<file path="config.mk">
export PLATFORM = sky130hd
export DESIGN_NAME = adc_config_power_regs
export DESIGN_NICKNAME = d
export VERILOG_FILES = /design/src/adc_cfg_pkg.sv /design/src/adc_config_power_regs.sv
export VERILOG_INCLUDE_DIRS = /design/src
export SDC_FILE = /design/constraint.sdc
export NUM_CORES = 1
export LEC_CHECK = 0
export BUFFER_PORTS_ARGS = -buffer_cell sky130_fd_sc_hd__buf_4
export CORE_MARGIN = 2
export CORE_UTILIZATION = 55
export DETAILED_ROUTE_END_ITERATION = 8
export PLACE_DENSITY = 0.75
export SETUP_SLACK_MARGIN = 0.02
export SYNTH_ARGS = -nofsm -noshare
export SYNTH_HDL_FRONTEND = slang
export SYNTH_SLANG_ARGS = --single-unit
</file>
<file path="constraint.sdc">
create_clock -name clk -period 2.6 [get_ports clk]
set_clock_uncertainty 0.15 [all_clocks]
set_input_delay 0 -clock clk [delete_from_list [all_inputs] [get_ports clk]]
set_output_delay 0 -clock clk [all_outputs]
set_load 0.005 [all_outputs]
</file>
<file path="src/adc_cfg_consts.svh">
/*
 constants of the adc configuration and power register set: offsets, field positions, reset values.
 assumes inclusion by the register module and its testbench only.
*/
// Behaviour
// writing one to reset bit restores all config registers, bit then self-clears
// mapping field bits 7..5: 001 2-wire 18/14, 010 2-wire 16, 011 1-wire, 100 half
// new mapping value takes effect only after the fuse load command bit
// host writes interface register and fuse load first, before any other write
// after initial reset, fuse defaults for mode and mapping load automatically
// mapping and mode fields read 000 until written, fuse defaults still active
// override enable bit 3 gates mode select; when clear fuse mode stays active
// with override set, mode select 011 2-wire, 100 1-wire, 101 half-wire
// power-down bit 5 switches the sampling clock buffer off
// power-down bit 4 switches the reference gain amplifier off
// power-down bit 2 switches channel A off
// power-down bit 1 switches channel B off
// power-down bit 0 enters global power-down
// during global power-down the mask register picks which blocks switch off
// clock buffer mask bit set keeps the clock buffer awake in global sleep
// bandgap mask bit set lets the bandgap sleep in global power-down
// host writes zero to reserved bits; stored bits have no effect
`ifndef ADC_CFG_CONSTS_SVH
`define ADC_CFG_CONSTS_SVH

`define ADDR_SOFT_RESET 12'h000
`define ADDR_IF_SELECT 12'h007
`define ADDR_POWER_DOWN 12'h008
`define ADDR_SLEEP_MASK 12'h00D
`define ADDR_FUSE_LOAD 12'h013

`define RST_SOFT_RESET 8'h00
`define RST_IF_SELECT 8'h00
`define RST_POWER_DOWN 8'h00
`define RST_SLEEP_MASK 8'h00

`define POS_SOFT_RESET 0
`define POS_FUSE_LOAD 0
`define POS_MAP_HI 7
`define POS_MAP_LO 5
`define POS_OVERRIDE_EN 3
`define POS_MODE_HI 2
`define POS_MODE_LO 0
`define POS_CLKBUF_OFF 5
`define POS_REFAMP_OFF 4
`define POS_CHAN_A_OFF 2
`define POS_CHAN_B_OFF 1
`define POS_GLOBAL_SLEEP 0
`define POS_KEEP_CLKBUF 3
`define POS_KEEP_REFAMP 2
`define POS_BANDGAP_ALLOW 1

`define SER_ADDR_BITS 5'd16
`define SER_FRAME_BITS 5'd24

`define MAP_TWO_WIRE_WIDE 3'h1
`define MAP_TWO_WIRE_16 3'h2
`define MAP_ONE_WIRE 3'h3
`define MAP_HALF_WIRE 3'h4
`define MODE_TWO_WIRE 3'h3
`define MODE_ONE_WIRE 3'h4
`define MODE_HALF_WIRE 3'h5

`endif

</file>
<file path="src/adc_cfg_pkg.sv">
/*
 types of the adc configuration register set.
 assumes adc_cfg_consts.svh holds all numbers.
*/
package adc_cfg_pkg;
    typedef enum logic [2:0] {
        SER_IDLE = 3'b001,
        SER_ADDR = 3'b010,
        SER_DATA = 3'b100
    } ser_state_type;
endpackage

</file>
<file path="src/adc_config_power_regs.sv">
/*
 configuration and power-down registers behind a three-wire serial programming port.
 assumes serial pins are asynchronous to clk and sclk runs well below clk/8;
 fuse values are static logic levels on clk.
*/
`timescale 1ns/1ns
`include "adc_cfg_consts.svh"
module adc_config_power_regs
    import adc_cfg_pkg::*;
(
    input wire logic clk,
    input wire logic arst_n,
    input wire logic serialEnable_n,
    input wire logic serialClock,
    input wire logic sdioIn,
    output logic sdioOut,
    output logic sdioOe,
    input wire logic [2:0] fuseLaneMapping,
    input wire logic [2:0] fuseInterfaceMode,
    output logic [2:0] laneBitMapping,
    output logic [2:0] interfaceMode,
    output logic sampleClockBufferOff,
    output logic referenceAmpOff,
    output logic channelAOff,
    output logic channelBOff,
    output logic bandgapOff
);
    logic [1:0] senSync_r;
    logic [1:0] sclkSync_r;
    logic [1:0] sdioSync_r;
    logic sclkPrev_r;
    logic sclkRise;
    logic sclkFall;
    logic senActive;
    ser_state_type serState_r;
    logic [4:0] bitCnt_r;
    logic [23:0] shift_r;
    logic [15:0] cmd_r;
    logic [7:0] readShift_r;
    logic [15:0] cmdWord;
    logic wrStb_r;
    logic [11:0] wrAddr_r;
    logic [7:0] wrData_r;
    logic softReset_r;
    logic fuseLoad_r;
    logic fusePending_r;
    logic [7:0] ifSelect_r;
    logic [7:0] powerDown_r;
    logic [7:0] sleepMask_r;
    logic mapWritten_r;
    logic [2:0] fuseMap_r;
    logic [2:0] fuseMode_r;
    logic [2:0] activeMap_r;
    logic [2:0] modeSel;
    logic globalSleep;
    localparam int NUM_CHANNELS = 2;
    logic wrSoftReset;
    logic wrFuseLoad;
    logic wrIfSelect;
    logic wrPowerDown;
    logic wrSleepMask;
    logic [NUM_CHANNELS-1:0] chanBit;
    wire [NUM_CHANNELS-1:0] chanOff;

    function automatic logic [7:0] readMux(input logic [11:0] a);
        case (a)
            `ADDR_SOFT_RESET: readMux = {7'h00, softReset_r};
            `ADDR_IF_SELECT: readMux = ifSelect_r;
            `ADDR_POWER_DOWN: readMux = powerDown_r;
            `ADDR_SLEEP_MASK: readMux = sleepMask_r;
            `ADDR_FUSE_LOAD: readMux = {7'h00, fuseLoad_r};
            default: readMux = 8'h00;
        endcase
    endfunction

    // pin synchronisers
    always_ff @(posedge clk or negedge arst_n) begin
        if (!arst_n) begin
            senSync_r <= 2'h3;
            sclkSync_r <= 2'h0;
            sdioSync_r <= 2'h0;
            sclkPrev_r <= 1'b0;
        end else begin
            senSync_r <= {senSync_r[0], serialEnable_n};
            sclkSync_r <= {sclkSync_r[0], serialClock};
            sdioSync_r <= {sdioSync_r[0], sdioIn};
            sclkPrev_r <= sclkSync_r[1];
        end
    end

    assign senActive = ~senSync_r[1];
    assign sclkRise = sclkSync_r[1] & ~sclkPrev_r;
    assign sclkFall = ~sclkSync_r[1] & sclkPrev_r;
    assign cmdWord = {shift_r[14:0], sdioSync_r[1]};

    assign wrSoftReset = wrStb_r && wrAddr_r == `ADDR_SOFT_RESET;
    assign wrFuseLoad = wrStb_r && wrAddr_r == `ADDR_FUSE_LOAD;
    assign wrIfSelect = wrStb_r && wrAddr_r == `ADDR_IF_SELECT;
    assign wrPowerDown = wrStb_r && wrAddr_r == `ADDR_POWER_DOWN;
    assign wrSleepMask = wrStb_r && wrAddr_r == `ADDR_SLEEP_MASK;

    // serial frame: 16 address bits then 8 data bits
    always_ff @(posedge clk or negedge arst_n) begin
        if (!arst_n) begin
            serState_r <= SER_IDLE;
            bitCnt_r <= 5'd0;
            shift_r <= 24'h000000;
            cmd_r <= 16'h0000;
        end else if (!senActive) begin
            serState_r <= SER_IDLE;
            bitCnt_r <= 5'd0;
        end else begin
            case (serState_r)
                SER_IDLE: begin
                    serState_r <= SER_ADDR;
                end
                SER_ADDR: begin
                    if (sclkRise) begin
                        shift_r <= {shift_r[22:0], sdioSync_r[1]};
                        bitCnt_r <= bitCnt_r + 5'd1;
                        if (bitCnt_r == `SER_ADDR_BITS - 5'd1) begin
                            cmd_r <= cmdWord;
                            serState_r <= SER_DATA;
                        end
                    end
                end
                SER_DATA: begin
                    if (sclkRise && bitCnt_r != `SER_FRAME_BITS) begin
                        shift_r <= {shift_r[22:0], sdioSync_r[1]};
                        bitCnt_r <= bitCnt_r + 5'd1;
                    end
                end
                default: begin
                    serState_r <= SER_IDLE;
                end
            endcase
        end
    end

    // write strobe after the 24th rising edge, reads block writes
    always_ff @(posedge clk or negedge arst_n) begin
        if (!arst_n) begin
            wrStb_r <= 1'b0;
            wrAddr_r <= 12'h000;
            wrData_r <= 8'h00;
        end else begin
            wrStb_r <= 1'b0;
            if (senActive && serState_r == SER_DATA && sclkRise && bitCnt_r == `SER_FRAME_BITS - 5'd1
                && !cmd_r[15] && cmd_r[14:12] == 3'h0) begin
                wrStb_r <= 1'b1;
                wrAddr_r <= cmd_r[11:0];
                wrData_r <= {shift_r[6:0], sdioSync_r[1]};
            end
        end
    end

    // readback: launched on falling edges after the address
    always_ff @(posedge clk or negedge arst_n) begin
        if (!arst_n) begin
            readShift_r <= 8'h00;
            sdioOut <= 1'b0;
            sdioOe <= 1'b0;
        end else begin
            if (senActive && serState_r == SER_ADDR && sclkRise && bitCnt_r == `SER_ADDR_BITS - 5'd1) begin
                readShift_r <= readMux(cmdWord[11:0]);
            end else if (senActive && serState_r == SER_DATA && cmd_r[15] && sclkFall) begin
                sdioOut <= readShift_r[7];
                readShift_r <= {readShift_r[6:0], 1'b0};
            end
            sdioOe <= senActive && serState_r == SER_DATA && cmd_r[15] && cmd_r[14:12] == 3'h0;
        end
    end

    // self-clearing soft reset command
    always_ff @(posedge clk or negedge arst_n) begin
        if (!arst_n) begin
            softReset_r <= 1'b0;
        end else begin
            softReset_r <= wrSoftReset && wrData_r[`POS_SOFT_RESET];
        end
    end

    // self-clearing fuse load command
    always_ff @(posedge clk or negedge arst_n) begin
        if (!arst_n) begin
            fuseLoad_r <= 1'b0;
        end else begin
            fuseLoad_r <= wrFuseLoad && wrData_r[`POS_FUSE_LOAD];
        end
    end

    // interface select register, holds 000 until written
    always_ff @(posedge clk or negedge arst_n) begin
        if (!arst_n) begin
            ifSelect_r <= `RST_IF_SELECT;
            mapWritten_r <= 1'b0;
        end else if (softReset_r) begin
            ifSelect_r <= `RST_IF_SELECT;
            mapWritten_r <= 1'b0;
        end else if (wrIfSelect) begin
            ifSelect_r <= wrData_r;
            mapWritten_r <= 1'b1;
        end
    end

    // power registers; fuse load discards earlier writes here
    always_ff @(posedge clk or negedge arst_n) begin
        if (!arst_n) begin
            powerDown_r <= `RST_POWER_DOWN;
            sleepMask_r <= `RST_SLEEP_MASK;
        end else if (softReset_r || fuseLoad_r) begin
            powerDown_r <= `RST_POWER_DOWN;
            sleepMask_r <= `RST_SLEEP_MASK;
        end else if (wrStb_r) begin
            if (wrPowerDown) begin
                powerDown_r <= wrData_r;
            end
            if (wrSleepMask) begin
                sleepMask_r <= wrData_r;
            end
        end
    end

    // fuse defaults captured after reset release and on each fuse load
    always_ff @(posedge clk or negedge arst_n) begin
        if (!arst_n) begin
            fusePending_r <= 1'b1;
            fuseMap_r <= 3'h0;
            fuseMode_r <= 3'h0;
        end else begin
            fusePending_r <= 1'b0;
            if (fusePending_r || fuseLoad_r) begin
                fuseMap_r <= fuseLaneMapping;
                fuseMode_r <= fuseInterfaceMode;
            end
        end
    end

    // mapping applies only on fuse load; unused codes fall back to the fuse value
    always_ff @(posedge clk or negedge arst_n) begin
        if (!arst_n) begin
            activeMap_r <= 3'h0;
        end else if (fusePending_r || softReset_r) begin
            activeMap_r <= fusePending_r ? fuseLaneMapping : fuseMap_r;
        end else if (fuseLoad_r) begin
            if (mapWritten_r && ifSelect_r[`POS_MAP_HI:`POS_MAP_LO] >= `MAP_TWO_WIRE_WIDE
                && ifSelect_r[`POS_MAP_HI:`POS_MAP_LO] <= `MAP_HALF_WIRE) begin
                activeMap_r <= ifSelect_r[`POS_MAP_HI:`POS_MAP_LO];
            end else begin
                activeMap_r <= fuseLaneMapping;
            end
        end
    end

    always_comb begin
        modeSel = fuseMode_r;
        if (ifSelect_r[`POS_OVERRIDE_EN]) begin
            case (ifSelect_r[`POS_MODE_HI:`POS_MODE_LO])
                `MODE_TWO_WIRE, `MODE_ONE_WIRE, `MODE_HALF_WIRE: modeSel = ifSelect_r[`POS_MODE_HI:`POS_MODE_LO];
                default: modeSel = fuseMode_r;
            endcase
        end
    end

    assign globalSleep = powerDown_r[`POS_GLOBAL_SLEEP];

    // registered interface outputs
    always_ff @(posedge clk or negedge arst_n) begin
        if (!arst_n) begin
            laneBitMapping <= 3'h0;
            interfaceMode <= 3'h0;
        end else begin
            laneBitMapping <= activeMap_r;
            interfaceMode <= modeSel;
        end
    end

    // registered shared block power outputs
    always_ff @(posedge clk or negedge arst_n) begin
        if (!arst_n) begin
            sampleClockBufferOff <= 1'b0;
            referenceAmpOff <= 1'b0;
            bandgapOff <= 1'b0;
        end else begin
            sampleClockBufferOff <= powerDown_r[`POS_CLKBUF_OFF]
                | (globalSleep & ~sleepMask_r[`POS_KEEP_CLKBUF]);
            referenceAmpOff <= powerDown_r[`POS_REFAMP_OFF]
                | (globalSleep & ~sleepMask_r[`POS_KEEP_REFAMP]);
            bandgapOff <= globalSleep & sleepMask_r[`POS_BANDGAP_ALLOW];
        end
    end

    // per channel power outputs, index 0 is channel a
    assign chanBit = {powerDown_r[`POS_CHAN_B_OFF], powerDown_r[`POS_CHAN_A_OFF]};
    for (genvar ch = 0; ch < NUM_CHANNELS; ch++) begin : g_chan
        logic chanOff_r;
        always_ff @(posedge clk or negedge arst_n) begin
            if (!arst_n) begin
                chanOff_r <= 1'b0;
            end else begin
                chanOff_r <= chanBit[ch] | globalSleep;
            end
        end
        assign chanOff[ch] = chanOff_r;
    end
    assign channelAOff = chanOff[0];
    assign channelBOff = chanOff[1];
endmodule

</file>
==> impl_metrics.env <==
export IMPL_crit_type="register to register"
export IMPL_synth_edf_count=0
export IMPL_grt_util_all_layers=0.2356
export IMPL_max_stage_delay_ns=0.52
export IMPL_vdd_ir_drop_max_mv=0.4838
export IMPL_relSlewSlack=0.5725
export IMPL_finalCritPeriodShare=0.9790
export IMPL_syn_inst=451
export IMPL_rows=35
export IMPL_cp_arrival_ns=2.80
export IMPL_nets=524
export IMPL_hold_start="fuseInterfaceMode[1]"
export IMPL_fin_cells=652
export IMPL_ff2ff_path_depth=5
export IMPL_setup_violations=0
export IMPL_synth_cell_types=51
export IMPL_h_tree_depth=4
export IMPL_syn_nets=465
export IMPL_drtIter0Drc=189
export IMPL_yosys_top_cells_area="dfrtp_1 57%, mux2_4 4.8%, nand2_1 4.8%"
export IMPL_post_route_min_period_ns=2.545
export IMPL_fp_coreArea_mm2=0.009284
export IMPL_synth_seq_cells=125
export IMPL_timing_hold_ws_ns=0.09905
export IMPL_cts_tree="done"
export IMPL_status="complete, no violations"
export IMPL_multi_input_area_mm2=0.002011
export IMPL_async_reset_ff_frac=1.000
export IMPL_avgSynthCellArea_um2=11.69
export IMPL_fill_cells=668
export IMPL_wirelength_mm=11.19
export IMPL_grt_pass1_vias=3681
export IMPL_ys_flop_type="dfrtp_1"
export IMPL_power_w=0.004533
export IMPL_portBuffers=23
export IMPL_setup_worst_path_start_class="register"
export IMPL_rsz0062_at_grt="yes"
export IMPL_gp_congestion=0.7977
export IMPL_netlist_area_mm2=0.005273
export IMPL_clock_path_buffers=2
export IMPL_die_x_um=101.9
export IMPL_placedCellCount=605
export IMPL_drc=0
export IMPL_grt_pass1_wl_mm=18.30
export IMPL_n_antenna_cell=0
export IMPL_crit_fanout=22
export IMPL_place_hpwl_mm=6.866
export IMPL_die_area_mm2=0.01039
export IMPL_ant_nets=0
export IMPL_first_pass_iters=5
export IMPL_numCtsBuffers=17
export IMPL_die_h_um=101.9
export IMPL_ys_seq_area_frac=0.5942
export IMPL_cp_top_family="simple AND/OR/NAND/NOR gates"
export IMPL_drv_slew=0
export IMPL_yosysWarnings=0
export IMPL_r2r_setup_slack_ns=0.05
export IMPL_clock_sinks=125
export IMPL_min_path_type="input pin to register"
export IMPL_drive_above_1_share=0.2409
export IMPL_grt_overflow=0
export IMPL_worstReg2RegStart="serState_r[1]"
export IMPL_grt_max_degree=65
export IMPL_post_cts_buffers=0
export IMPL_cap_violations=0
export IMPL_leakage_nw=3.134
export IMPL_antenna_found_initial=0
export IMPL_post_route_util=0.6962
export IMPL_crit_buf_inv=1
export IMPL_max_freq_mhz=392.9
export IMPL_syn_to_final_growth_pct=22.59
export IMPL_netlist_area_leader_share=0.5743
export IMPL_worstReg2RegEnd="wrAddr_r[1]"
export IMPL_power_density_mw_per_mm2=701.3
export IMPL_insertion_delay_ns=0.53
export IMPL_end_kind="register"
export IMPL_initial_utilization=0.5679
export IMPL_crit_chain="or4b_4 -> or4_1 -> or4_4 -> buf_12 -> mux2_4"
export IMPL_synth_area_leader_cell="dfrtp_1"
export IMPL_cts_root_buf="clkbuf_8"
export IMPL_final_hold_viol_count=0
export IMPL_num_vias=3620
export IMPL_routedWlPerCell_um=17.16
export IMPL_clkTransAtPathRegs_ns=0.06
export IMPL_worst_pin_slew_ns=0.6363
export IMPL_cp_slowest_cell="or4b_4"
export IMPL_hold_depth=3
export IMPL_via_per_inst=5.552
export IMPL_seqCellArea_mm2=0.003133
export IMPL_required_ns=2.86
export IMPL_whs_endpoint="fuseMode_r[1]"
export IMPL_ioPinCount=24
## registers in the layout, summed over array words and instances (netlist names), 2 cells and up
register	flops
activeMap_r	3
bitCnt_r	5
cmd_r	16
fuseMap_r	3
fuseMode_r	3
ifSelect_r	8
interfaceMode	3
laneBitMapping	3
powerDown_r	8
readShift_r	8
sclkSync_r	2
sdioSync_r	2
senSync_r	2
serState_r	3
shift_r	15
sleepMask_r	8
wrAddr_r	12
wrData_r	8
## through the flow
step           setup TNS (ns)  instance area (um^2)  worst slack (ns)
2_1_floorplan         -0.2282                  5283          -0.01491
3_3_place_gp                0                  5709           0.06694
3_5_place_dp                0                  5709           0.03628
4_1_cts                     0                  6460           0.02589
5_1_grt                     0                  6464          0.007632
6_report                    0                  6464           0.05460
## cell usage in the layout (no fill, tap or decap), types with 5 or more instances in the layout
| cell type | n |
|---|---|
| a21oi_1 | 13 |
| buf_4 | 43 |
| mux2_4 | 17 |
| clkbuf_16 | 16 |
| inv_1 | 12 |
| nor2_1 | 40 |
| nand2_1 | 67 |
| a22oi_1 | 7 |
| dfrtp_1 | 121 |
| mux2i_1 | 22 |
| nor4_1 | 5 |
| dlygate4sd3_1 | 14 |
| o21ai_0 | 24 |
| nor3_1 | 6 |
| mux2_2 | 22 |
## power by group
group	internal, W	total (W)	switching [W]
Clock	0.00150	0.00233	0.000831
Combinational	0.0000805	0.000176	0.0000950
Sequential	0.00199	0.00202	0.0000331
## per-layer routing
metal / wire length (um) / vias to the layer above / global-route usage
li1: - / 1697 / -
met1: 4993 / 1815 / 0.2990
met2: 5487 / 85 / 0.3765
met3: 409 / 23 / 0.06019
met4: 295 / 0 / 0.1210
met5: 0 / - / 0
## logic make-up after synthesis
family | after synthesis | share of synthesized area
and+or+nand+nor | 155 | 0.1405
adders and majority gates | 3 | 0.007120
other | 1 | 0.0007112
AOI/OAI and AO/OA | 68 | 0.08282
buffers and inverters | 32 | 0.02752
muxes | 61 | 0.1372
xor gates and xnor gates | 6 | 0.009967
DFF | 125 | 0.5942
## Yosys cell counts (all sizes together), types with 2 or more instances
cell and count:
and3 2, nand2 67, o21ai 24, and4 2, xnor2 4, xor2 2, nand2b 4, a22oi 7
nand4 3, dfstp 4, nor2 40, ha 3, dfrtp 121, a21o 4, inv 12, mux2 39
nor4b 2, or2 2, nor3 6, mux2i 22, a22o 4, nand4b 4, a211oi 2, nor2b 3
clkbuf 15, nand3 2, or4 4, a311oi 2, a222oi 3, nor4 8, o22ai 2, and3b 2
a21oi 13, buf 5
## worst max-delay path by stage
stage / from / endpoint / slack, ns / depth (start not counted)
global route: serState_r[1] / wrAddr_r[1] / 0.008 / 5
detailed placement: serState_r[1] / wrAddr_r[5] / 0.04 / 5
global placement: senSync_r[1] / wrData_r[0] / 0.07 / 5
floorplan: serState_r[0] / wrAddr_r[0] / -0.01 / 7
CTS: serState_r[1] / wrAddr_r[1] / 0.03 / 5
finish: serState_r[1] / wrAddr_r[1] / 0.05 / 5
## worst min-delay path, stage by stage
cell           delay [ns]
dlygate4sd3_1        0.52
buf_4                0.10
mux2_2               0.12
## cell type report
cell class / count / area share
clock buffers: 21 / 0.06949
clock inverters: 11 / 0.02187
inverters: 12 / 0.006969
multi-input cells: 294 / 0.3111
flip-flops and latches: 125 / 0.4847
well taps: 129 / 0.02497
repair buffers: 60 / 0.08091
## what timing repair did
action / 4_1_cts / 5_1_grt
endpoints found under the hold margin: 134 / 0
hold buffers: 15 / 0
gates resized for setup: 0 / 1
endpoints found under the setup margin: 0 / 19
Note: power is estimated with default switching activity, not from simulation.
